### src/core/ewp_pkg.sv
// Package: constants, states and carriers of the write-protect configuration block
package ewp_pkg;
  // ----------------------------------------------------------------
  // Bus addressing
  // ----------------------------------------------------------------
  localparam logic [3:0] DEV_PREFIX = 4'hA;
  localparam logic [7:0] CMD_UNLOCK = 8'h80;
  localparam logic [7:0] CMD_LOCK = 8'hF0;
  localparam int CFG_SEL_BIT = 7;
  localparam int ADDR_W = 13;
  localparam int PAGE_BITS = 5;

  // ----------------------------------------------------------------
  // Configuration byte layout and reset values
  // ----------------------------------------------------------------
  localparam int CFG_DEV_HI = 6;
  localparam int CFG_DEV_LO = 4;
  localparam int CFG_BLK_EN = 3;
  localparam int CFG_SIZE_HI = 2;
  localparam int CFG_SIZE_LO = 1;
  localparam int CFG_SW_EN = 0;
  localparam logic [7:0] CFG_RESET = 8'h00;
  localparam logic SW_LOCK_RESET = 1'b1;

  // ----------------------------------------------------------------
  // Timing
  // ----------------------------------------------------------------
  localparam longint CLK_HZ = 40000000;
  localparam longint WR_TIME_MS = 3;
  localparam int WR_CYCLES = int'((WR_TIME_MS * CLK_HZ) / 1000);
  localparam int BUSY_W = 17;

  // ----------------------------------------------------------------
  // Types
  // ----------------------------------------------------------------
  typedef enum logic [2:0] {
    ST_IDLE = 3'b000,
    ST_RECV = 3'b001,
    ST_ACK = 3'b010,
    ST_SEND = 3'b011,
    ST_MACK = 3'b100,
    ST_WAIT = 3'b101
  } ewp_state_t;

  typedef struct packed {
    logic [ADDR_W-1:0] addr;
    logic [7:0] data;
  } ewp_arr_wr_t;
endpackage : ewp_pkg

### src/core/ewp_config.sv
// Two-wire slave with protection/address configuration byte and write gating
module ewp_config #(
  parameter int WR_CYCLES = ewp_pkg::WR_CYCLES
) (
  input wire logic clock,
  input wire logic rst,
  input wire logic sclIn,
  input wire logic sdaIn,
  output logic sdaOut,
  output logic sdaOe,
  output logic memWrEn,
  output ewp_pkg::ewp_arr_wr_t memWr,
  output logic [ewp_pkg::ADDR_W-1:0] memRdAddr,
  input wire logic [7:0] memRdData,
  output logic busy
);
  // ----------------------------------------------------------------
  // Helpers
  // ----------------------------------------------------------------
  function automatic logic blockHit(input logic [7:0] cfg, input logic [ewp_pkg::ADDR_W-1:0] a);
    logic [1:0] q;
    q = a[ewp_pkg::ADDR_W-1 -: 2];
    blockHit = 1'b0;
    if (cfg[ewp_pkg::CFG_BLK_EN]) begin
      unique case (cfg[ewp_pkg::CFG_SIZE_HI:ewp_pkg::CFG_SIZE_LO])
        2'b00: blockHit = (q == 2'b11);
        2'b01: blockHit = q[1];
        2'b10: blockHit = (q != 2'b00);
        2'b11: blockHit = 1'b1;
      endcase
    end
  endfunction : blockHit

  // ----------------------------------------------------------------
  // Pin synchronisers and condition detect
  // ----------------------------------------------------------------
  logic [1:0] sclS_r;
  logic [1:0] sdaS_r;
  logic sclD_r;
  logic sdaD_r;

  always_ff @(posedge clock) begin
    if (rst) begin
      sclS_r <= 2'b11;
      sdaS_r <= 2'b11;
      sclD_r <= 1'b1;
      sdaD_r <= 1'b1;
    end else begin
      sclS_r <= {sclS_r[0], sclIn};
      sdaS_r <= {sdaS_r[0], sdaIn};
      sclD_r <= sclS_r[1];
      sdaD_r <= sdaS_r[1];
    end
  end

  logic scl;
  logic sda;
  logic sclRise;
  logic sclFall;
  logic startCond;
  logic stopCond;
  assign scl = sclS_r[1];
  assign sda = sdaS_r[1];
  assign sclRise = scl & ~sclD_r;
  assign sclFall = ~scl & sclD_r;
  assign startCond = scl & sclD_r & sdaD_r & ~sda;
  assign stopCond = scl & sclD_r & ~sdaD_r & sda;

  // ----------------------------------------------------------------
  // Protocol engine and configuration state
  // ----------------------------------------------------------------
  ewp_pkg::ewp_state_t state_r;
  logic [3:0] bitCnt_r;
  logic [7:0] shift_r;
  logic [1:0] byteIdx_r;
  logic readMode_r;
  logic cfgSel_r;
  logic [ewp_pkg::ADDR_W-1:0] ptr_r;
  logic [7:0] cfg_r;
  logic swLock_r;
  logic wrPending_r;
  logic masterAck_r;
  logic busy_r;
  logic [ewp_pkg::BUSY_W-1:0] busyCnt_r;

  logic [7:0] rxByte;
  logic swBlocked;
  logic addrMatch;
  assign rxByte = shift_r;
  // Software lock only counts while its enable bit is set
  assign swBlocked = cfg_r[ewp_pkg::CFG_SW_EN] & swLock_r;
  assign addrMatch = (rxByte[7:4] == ewp_pkg::DEV_PREFIX)
                   && (rxByte[3:1] == cfg_r[ewp_pkg::CFG_DEV_HI:ewp_pkg::CFG_DEV_LO]);

  always_ff @(posedge clock) begin
    if (rst) begin
      state_r <= ewp_pkg::ST_IDLE;
      bitCnt_r <= 4'h0;
      shift_r <= 8'h00;
      byteIdx_r <= 2'h0;
      readMode_r <= 1'b0;
      cfgSel_r <= 1'b0;
      ptr_r <= '0;
      cfg_r <= ewp_pkg::CFG_RESET;
      swLock_r <= ewp_pkg::SW_LOCK_RESET;
      wrPending_r <= 1'b0;
      masterAck_r <= 1'b0;
      sdaOe <= 1'b0;
      memWrEn <= 1'b0;
      memWr <= '0;
    end else begin
      memWrEn <= 1'b0;
      if (busy_r) begin
        state_r <= ewp_pkg::ST_IDLE;
        sdaOe <= 1'b0;
        wrPending_r <= 1'b0;
      end else if (startCond) begin
        state_r <= ewp_pkg::ST_RECV;
        bitCnt_r <= 4'h0;
        byteIdx_r <= 2'h0;
        sdaOe <= 1'b0;
      end else if (stopCond) begin
        state_r <= ewp_pkg::ST_IDLE;
        sdaOe <= 1'b0;
      end else begin
        unique case (state_r)
          ewp_pkg::ST_IDLE, ewp_pkg::ST_WAIT: begin
            sdaOe <= 1'b0;
          end
          ewp_pkg::ST_RECV: begin
            if (sclRise && bitCnt_r < 4'd8) begin
              shift_r <= {shift_r[6:0], sda};
              bitCnt_r <= bitCnt_r + 4'd1;
            end else if (sclFall && bitCnt_r == 4'd8) begin
              state_r <= ewp_pkg::ST_ACK;
              sdaOe <= 1'b1;
              if (byteIdx_r != 2'd3) begin
                byteIdx_r <= byteIdx_r + 2'd1;
              end
              unique case (byteIdx_r)
                2'd0: begin
                  if (rxByte == ewp_pkg::CMD_UNLOCK) begin
                    swLock_r <= 1'b0;
                    byteIdx_r <= 2'd3;
                    readMode_r <= 1'b0;
                  end else if (rxByte == ewp_pkg::CMD_LOCK) begin
                    swLock_r <= 1'b1;
                    byteIdx_r <= 2'd3;
                    readMode_r <= 1'b0;
                  end else if (addrMatch) begin
                    readMode_r <= rxByte[0];
                  end else begin
                    state_r <= ewp_pkg::ST_WAIT;
                    sdaOe <= 1'b0;
                  end
                end
                2'd1: begin
                  cfgSel_r <= rxByte[ewp_pkg::CFG_SEL_BIT];
                  ptr_r <= {rxByte[ewp_pkg::ADDR_W-9:0], ptr_r[7:0]};
                end
                2'd2: begin
                  ptr_r <= {ptr_r[ewp_pkg::ADDR_W-1:8], rxByte};
                end
                2'd3: begin
                  if (cfgSel_r) begin
                    cfg_r <= {1'b0, rxByte[6:0]};
                    wrPending_r <= 1'b1;
                  end else if (!swBlocked && !blockHit(cfg_r, ptr_r)) begin
                    memWrEn <= 1'b1;
                    memWr <= '{addr: ptr_r, data: rxByte};
                    wrPending_r <= 1'b1;
                  end
                  // Write pointer wraps within its page
                  ptr_r <= {ptr_r[ewp_pkg::ADDR_W-1:ewp_pkg::PAGE_BITS],
                            ptr_r[ewp_pkg::PAGE_BITS-1:0] + 5'd1};
                end
              endcase
            end
          end
          ewp_pkg::ST_ACK: begin
            if (sclFall) begin
              bitCnt_r <= 4'h0;
              if (readMode_r) begin
                state_r <= ewp_pkg::ST_SEND;
                shift_r <= cfgSel_r ? cfg_r : memRdData;
                sdaOe <= cfgSel_r ? ~cfg_r[7] : ~memRdData[7];
              end else begin
                state_r <= ewp_pkg::ST_RECV;
                sdaOe <= 1'b0;
              end
            end
          end
          ewp_pkg::ST_SEND: begin
            if (sclFall) begin
              if (bitCnt_r == 4'd7) begin
                state_r <= ewp_pkg::ST_MACK;
                sdaOe <= 1'b0;
                if (!cfgSel_r) begin
                  ptr_r <= ptr_r + 13'd1;
                end
              end else begin
                shift_r <= {shift_r[6:0], 1'b0};
                sdaOe <= ~shift_r[6];
                bitCnt_r <= bitCnt_r + 4'd1;
              end
            end
          end
          ewp_pkg::ST_MACK: begin
            if (sclRise) begin
              masterAck_r <= ~sda;
            end else if (sclFall) begin
              if (masterAck_r) begin
                state_r <= ewp_pkg::ST_SEND;
                bitCnt_r <= 4'h0;
                shift_r <= cfgSel_r ? cfg_r : memRdData;
                sdaOe <= cfgSel_r ? ~cfg_r[7] : ~memRdData[7];
              end else begin
                state_r <= ewp_pkg::ST_WAIT;
              end
            end
          end
          default: begin
            state_r <= ewp_pkg::ST_IDLE;
            sdaOe <= 1'b0;
          end
        endcase
      end
    end
  end

  // ----------------------------------------------------------------
  // Internal write cycle timer
  // ----------------------------------------------------------------
  // Worst-case figure is used so the array always has its full time
  always_ff @(posedge clock) begin
    if (rst) begin
      busy_r <= 1'b0;
      busyCnt_r <= '0;
    end else if (busy_r) begin
      busyCnt_r <= busyCnt_r - 1'b1;
      if (busyCnt_r == 1) begin
        busy_r <= 1'b0;
      end
    end else if (stopCond && wrPending_r) begin
      busy_r <= 1'b1;
      busyCnt_r <= ewp_pkg::BUSY_W'(WR_CYCLES);
    end
  end

  assign sdaOut = 1'b0;
  assign busy = busy_r;
  assign memRdAddr = ptr_r;
endmodule : ewp_config

### config.mk
export PLATFORM = sky130hd
export DESIGN_NAME = ewp_config
export DESIGN_NICKNAME = d
export VERILOG_FILES = /design/src/core/ewp_pkg.sv /design/src/core/ewp_config.sv
export SDC_FILE = /design/constraint.sdc
export NUM_CORES = 1
export LEC_CHECK = 0
export ABC_AREA = 1
export BUFFER_PORTS_ARGS = -buffer_cell sky130_fd_sc_hd__buf_4
export CAP_MARGIN = 20
export CORE_AREA = 3 3 127 93
export CTS_CLUSTER_DIAMETER = 60
export DETAILED_ROUTE_END_ITERATION = 16
export DIE_AREA = 0 0 130 96
export HOLD_SLACK_MARGIN = 0.12
export PLACE_DENSITY = 0.72
export SKIP_CTS_REPAIR_TIMING = 1
export SYNTH_ARGS = -nofsm -noshare
export SYNTH_HDL_FRONTEND = slang
export SYNTH_SLANG_ARGS = --single-unit
### constraint.sdc
create_clock -name clock -period 1.5 [get_ports clock]
set_input_delay 0.075 -clock clock [delete_from_list [all_inputs] [get_ports clock]]
set_output_delay 0.075 -clock clock [all_outputs]
set_load 0.05 [all_outputs]
---- Word-level counts from Yosys, hierarchy flattened ----
Index checks and enable logic that the tools add are counted.
cells by class
  equal/unequal tests ..................... 55
  add/sub/neg operators ................... 5
  bitwise logic cells ..................... 23
  order comparisons ....................... 1
  reductions and logical operators ........ 40
  mux-type cells .......................... 91
operators with widths
  kind                   count
  $mux 8                 9
  $mux 13                5
  $reduce_and 8->1       5
  $pmux 13 s3            1
  $mux 1                 37
  $mux 3                 12
  $mux 4                 9
  $ne 2x2->1 const B     18
  $reduce_and 12->1      3
  $mux 17                2
  $pmux 8 s4             1
  $ne 4x4->1 const B     7
  $pmux 13 s2            1
  $ne 3x3->1 const B     8
  $reduce_and 7->1       3
  $mux 2                 10
  $eq 17x1->1 const B    1
  $sub 17x1->17 const B  1
  $eq 8x8->1 const B     2
  $pmux 4 s4             1
  $not 1->1              15
  $pmux 3 s5             1
  $reduce_bool 2->1      7
  $add 13x1->13 const B  1
  other kinds (30)       55
storage, ports and cells
  logic and storage cells ................. 239
  input bits .............................. 12
  output and inout bits ................... 38
  bits in registers ....................... 89

---- Depth between registers and ports, before layout ----
  depth after elaboration ................. 16
  depth in mapped cells ................... 11
  gate-level depth less buffers ........... 10

---- Worst setup path before layout ----
Ideal clock, no wire load.
  kind .................................... reg-to-reg
  from .................................... register busy_r, in the netlist busy
  to ...................................... register busyCnt_r[14] (netlist name)
  setup slack ............................. -0.260 ns
  path buffers ............................ 2
  cell stages (with the launch flop) ...... 8
  period minus slack after synthesis ...... 1.760 ns
  required time ........................... 1.377 ns
  arrival ................................. 1.637 ns
  setup time .............................. 0.123 ns
  cells stage by stage .................... dfxtp_1 -> inv_1 -> clkbuf_1 -> nand3_1 -> buf_2 -> nand2_1 -> o21ai_0 -> a21oi_1
between the ends
  word-level cells in the longest chain between the ends .. 1
  elaborated cells on any way between the ends .. 2
  those cells by class .................... mux: 1; reduce/logical: 1
ends and longest elaborated chain
  element                                       RTL line           source
  start, declared                               ewp_config.sv:83   logic busy_r;
  start signal, assigned                        ewp_config.sv:237  busy_r <= 1'b0;
  start signal, assigned                        ewp_config.sv:242  busy_r <= 1'b0;
  start signal, assigned                        ewp_config.sv:245  busy_r <= 1'b1;
  $mux 17 or $reduce_bool 2->1 (tied branches)  -
  end signal, assigned                          ewp_config.sv:240  busyCnt_r <= busyCnt_r - 1'b1;
  end signal, assigned                          ewp_config.sv:246  busyCnt_r <= ewp_pkg::BUSY_W'(WR_CYCLES);
  end, declared                                 ewp_config.sv:84   logic [ewp_pkg::BUSY_W-1:0] busyCnt_r;
Parallel ways exist; a longest one is shown, timed or not.
A chain may end at the register's enable or synchronous reset.

---- Worst setup path after layout ----
  from .................................... register bitCnt_r[0]
  to ...................................... register memWr[6] (netlist name)
between the ends
  word-level cells in the longest chain between the ends .. 4
  elaborated cells on any way between the ends .. 6
  those cells by class .................... order compare: 1; eq/ne: 1; bitwise: 1; reduce/logical: 3
ends and longest elaborated chain
  element                         RTL line           source
  start, declared                 ewp_config.sv:73   logic [3:0] bitCnt_r;
  start signal, assigned          ewp_config.sv:133  bitCnt_r <= bitCnt_r + 4'd1;
  start signal, assigned          ewp_config.sv:204  bitCnt_r <= bitCnt_r + 4'd1;
  $lt 4x4->1                      ewp_config.sv:131  if (sclRise && bitCnt_r < 4'd8) begin
  $logic_and 1x1->1               ewp_config.sv:131
  $not 1->1 (no line)             -
  $reduce_and 9->1 (no line) (*)  -
  end signal, assigned            ewp_config.sv:170  memWr <= '{addr: ptr_r, data: rxByte};
  end, declared                   ewp_config.sv:12   output ewp_pkg::ewp_arr_wr_t memWr,
Every way passes the cells marked *; elsewhere a longest branch is shown, timed or not.

==> flow_metrics.tcl <==
set metrics [dict create \
    rows 32 \
    outcome "finished with violations" \
    grt_usage_pct 21.64 \
    peakVddDrop_v 0.0006468 \
    violations "negative setup slack" \
    io_buffers 48 \
    cp_max_fo 6 \
    cts_root_buffer "clkbuf_16" \
    fin_crit_ps 1681 \
    worst_slack_ps -180.9 \
    wirelength_um 14900 \
    hold_viol 0 \
    seqCellArea_um2 1815 \
    crit_type "reg2reg" \
    grt_pass1_wl_um 21530 \
    die-area_um2 12480 \
    leakage_nw 3.018 \
    syn_avg_cell_area_um2 6.647 \
    setup.worst_path.start_class "register" \
    ios 50 \
    drv_cap 0 \
    grt_pass1_vias 4537 \
    grt_overflow_total 0 \
    required_ps 1790 \
    setup_viol 63 \
    h-tree-depth 3 \
    r2r_end "memWr[6]$_SDFFE_PP0P_" \
    synthAdderAreaFrac_pct 1.314 \
    initial_core_util_pct 44.19 \
    worstHoldStart "memRdData[5]" \
    fmax_mhz 594.9 \
    post_drt_wl_per_cell_um 15.06 \
    holdPathStages 5 \
    power.density_nw_per_um2 980.2 \
    finalCritPeriodShare_pct 112.1 \
    core-area_um2 10770 \
    yosys.area_share.simple_pct 36.86 \
    diodes 0 \
    drt_first_iter_violations 404 \
    final_util_pct 63.94 \
    worstHoldEndpoint "rxByte[5]$_SDFFE_PP0P_" \
    synth_compound_area_share_pct 14.46 \
    r2r-start "bitCnt_r[0]$_SDFFE_PP0P_" \
    yosysWarnings 0 \
    postSynth.asyncResetShare_pct 0 \
    hpwl_um 9937 \
    vias_per_cell 5.388 \
    final_nets 865 \
    syn_area_um2 4760 \
    cp-end-kind "register" \
    synth_top_flop_cell "dfxtp_1" \
    drcViolationCount 0 \
    synth_nets 733 \
    finalClockSkew_ps 9.105 \
    cts_buffer_depth 2 \
    min_path_type "in2reg" \
    slew_violations 0 \
    path_clk_slew_ps 70 \
    reg2reg_slack_ps -180 \
    die_x_um 130 \
    clk_latency_ps 350 \
    drive_above_1_share_pct 37.40 \
    synth_top_family_by_area "simple AND/OR/NAND/NOR gates" \
    cts_sinks 89 \
    ant_nets 0 \
    area_delta_synth_final_pct 44.69 \
    syn_inst 716 \
    ys_seq_elements 89 \
    rsz0062_at_grt "true" \
    grt_max_degree 37 \
    ys_seq_area_share_pct 37.43 \
    r2r_cells 12 \
    cp.arrival_ps 1970 \
    numCtsBuffers 9 \
    synth_edf_count 0 \
    muxShareOfSynthArea_pct 0 \
    ys_types 44 \
    cts_tree "done" \
    p_total_mw 6.750 \
    synthXorXnorAreaFrac_pct 1.288 \
    num-fill-cells 905 \
    antenna_found_initial 0 \
    vias 5329 \
    chipHeight_um 96 \
    multi_input_area_um2 3055 \
    dp_slack_ps -199.6 \
    dr.pass1.iters 9 \
    place.gp.congestion 0.8916 \
]
[stage by stage]
step	hold slack, ps	TNS (ps)	instance area [um2]	cells
finish	116.4	-7395	6887	989
global route	162.1	-12160	6887	989
CTS	-92.33	-9173	6172	973
detailed placement	265.7	-8369	5871	957
global placement	262.4	-5482	5871	957
floorplan	178.8	-18.63	4816	716
[worst max path at each step]
| stage | from | to | slack (ps) | cells after the start |
|---|---|---|---|---|
| 4_1_cts | bitCnt_r[1]$_SDFFE_PP0P_ | memWrEn$_SDFF_PP0_ | -220 | 10 |
| 3_5_place_dp | bitCnt_r[1]$_SDFFE_PP0P_ | memWr[7]$_SDFFE_PP0P_ | -200 | 11 |
| 3_3_place_gp | bitCnt_r[1]$_SDFFE_PP0P_ | memWrEn$_SDFF_PP0_ | -180 | 10 |
| 2_1_floorplan | busy$_SDFF_PP0_ | busyCnt_r[14]$_SDFFE_PP0P_ | -20 | 7 |
| 6_report | bitCnt_r[0]$_SDFFE_PP0P_ | memWr[6]$_SDFFE_PP0P_ | -180 | 12 |
| 5_1_grt | bitCnt_r[0]$_SDFFE_PP0P_ | memWr[8]$_SDFFE_PP0P_ | -260 | 11 |
[worst max-delay path, stage by stage (launching register included)]
cell       delay, ps
dfxtp_2          320
inv_2             70
ha_4             150
nand3_4           70
nor2_4           170
nand2_2          100
nor2_2           110
nand2_2           90
buf_8            160
inv_8             80
clkbuf_16        150
nor2_1            50
nor2_1            90
[Yosys cell counts, types with 3 or more instances]
master | instances | area, um2
a211oi_1 | 4 | 30.03
nor3_1 | 18 | 90.09
ha_1 | 5 | 62.56
o21a_1 | 8 | 60.06
nor2_2 | 3 | 18.77
o211ai_1 | 7 | 52.55
buf_2 | 8 | 40.04
nand3_1 | 44 | 220.2
or2_2 | 4 | 25.02
inv_2 | 7 | 26.28
buf_4 | 3 | 22.52
nor2_4 | 4 | 45.04
nor2_1 | 127 | 476.7
o21ai_1 | 11 | 55.05
dfxtp_1 | 89 | 1782
nand2_2 | 7 | 43.79
o31ai_1 | 4 | 30.03
clkbuf_1 | 12 | 45.04
inv_1 | 69 | 259.0
o21ai_0 | 45 | 225.2
nand4_1 | 11 | 68.82
xor2_1 | 5 | 43.79
nor4_1 | 3 | 18.77
a21oi_2 | 3 | 26.28
a21oi_1 | 29 | 145.1
nand2_1 | 160 | 600.6
nand3_2 | 3 | 30.03
[report_power, final]
group	internal (mW)	total (mW)	switching (mW)
registers	2.49	2.62	0.137
logic	0.709	1.85	1.14
clock network	1.30	2.27	0.971
[state kept, by name (all words and copies together), names as in the netlist]
register / cells
sdaOe: 1
bitCnt_r: 4
memWrEn: 1
swLock_r: 1
memWr: 21
readMode_r: 1
sdaS_r: 2
busy: 1
sdaD_r: 1
cfgSel_r: 1
cfg_r: 7
state_r: 3
busyCnt_r: 17
byteIdx_r: 2
rxByte: 8
masterAck_r: 1
wrPending_r: 1
memRdAddr: 13
sclS_r: 2
sclD_r: 1
[layout by cell type, fill, tap and decap left out, types with 14 or more instances in the layout]
cell type and instances:
nand2_2 23, o21ai_0 25, nand3_1 38, nor2_4 16, nor2_2 25, dfxtp_1 70
inv_1 63, nand2_1 139, dfxtp_2 15, nor3_1 14, nor2_1 93, a21oi_1 21
buf_4 119, o21ai_2 19
[cell type report]
type | count | share of cell area, %
multi-input combinational | 527 | 44.37
sequential | 89 | 26.36
timing repair buffer | 142 | 17.70
inverter | 79 | 4.724
clock buffer | 9 | 3.270
tap | 136 | 2.471
clock inverter | 7 | 1.108
[cells by family (layout without fill, tap and decap cells)]
kind of cell | after synthesis | count (layout)
other | 1 | 1
XOR/XNOR | 7 | 7
buffers and inverters | 102 | 237
adder cells (fa/ha/maj) | 5 | 5
AO/OA/AOI/OAI | 118 | 118
AND/OR/NAND/NOR | 394 | 396
flip-flops | 89 | 89
[layer usage]
metal  up-vias  global-route usage, %  part of all wire [%]  wire length (um)
met2       239                  32.46                    45              6688
met5         -                      0                     0                 0
met1      2475                  31.49                    45              6772
li1       2589                      -                     -                 -
met4         0                  6.142                   1.1               171
met3        26                  4.382                   8.5              1264
Power figures use the tool's default switching activity.
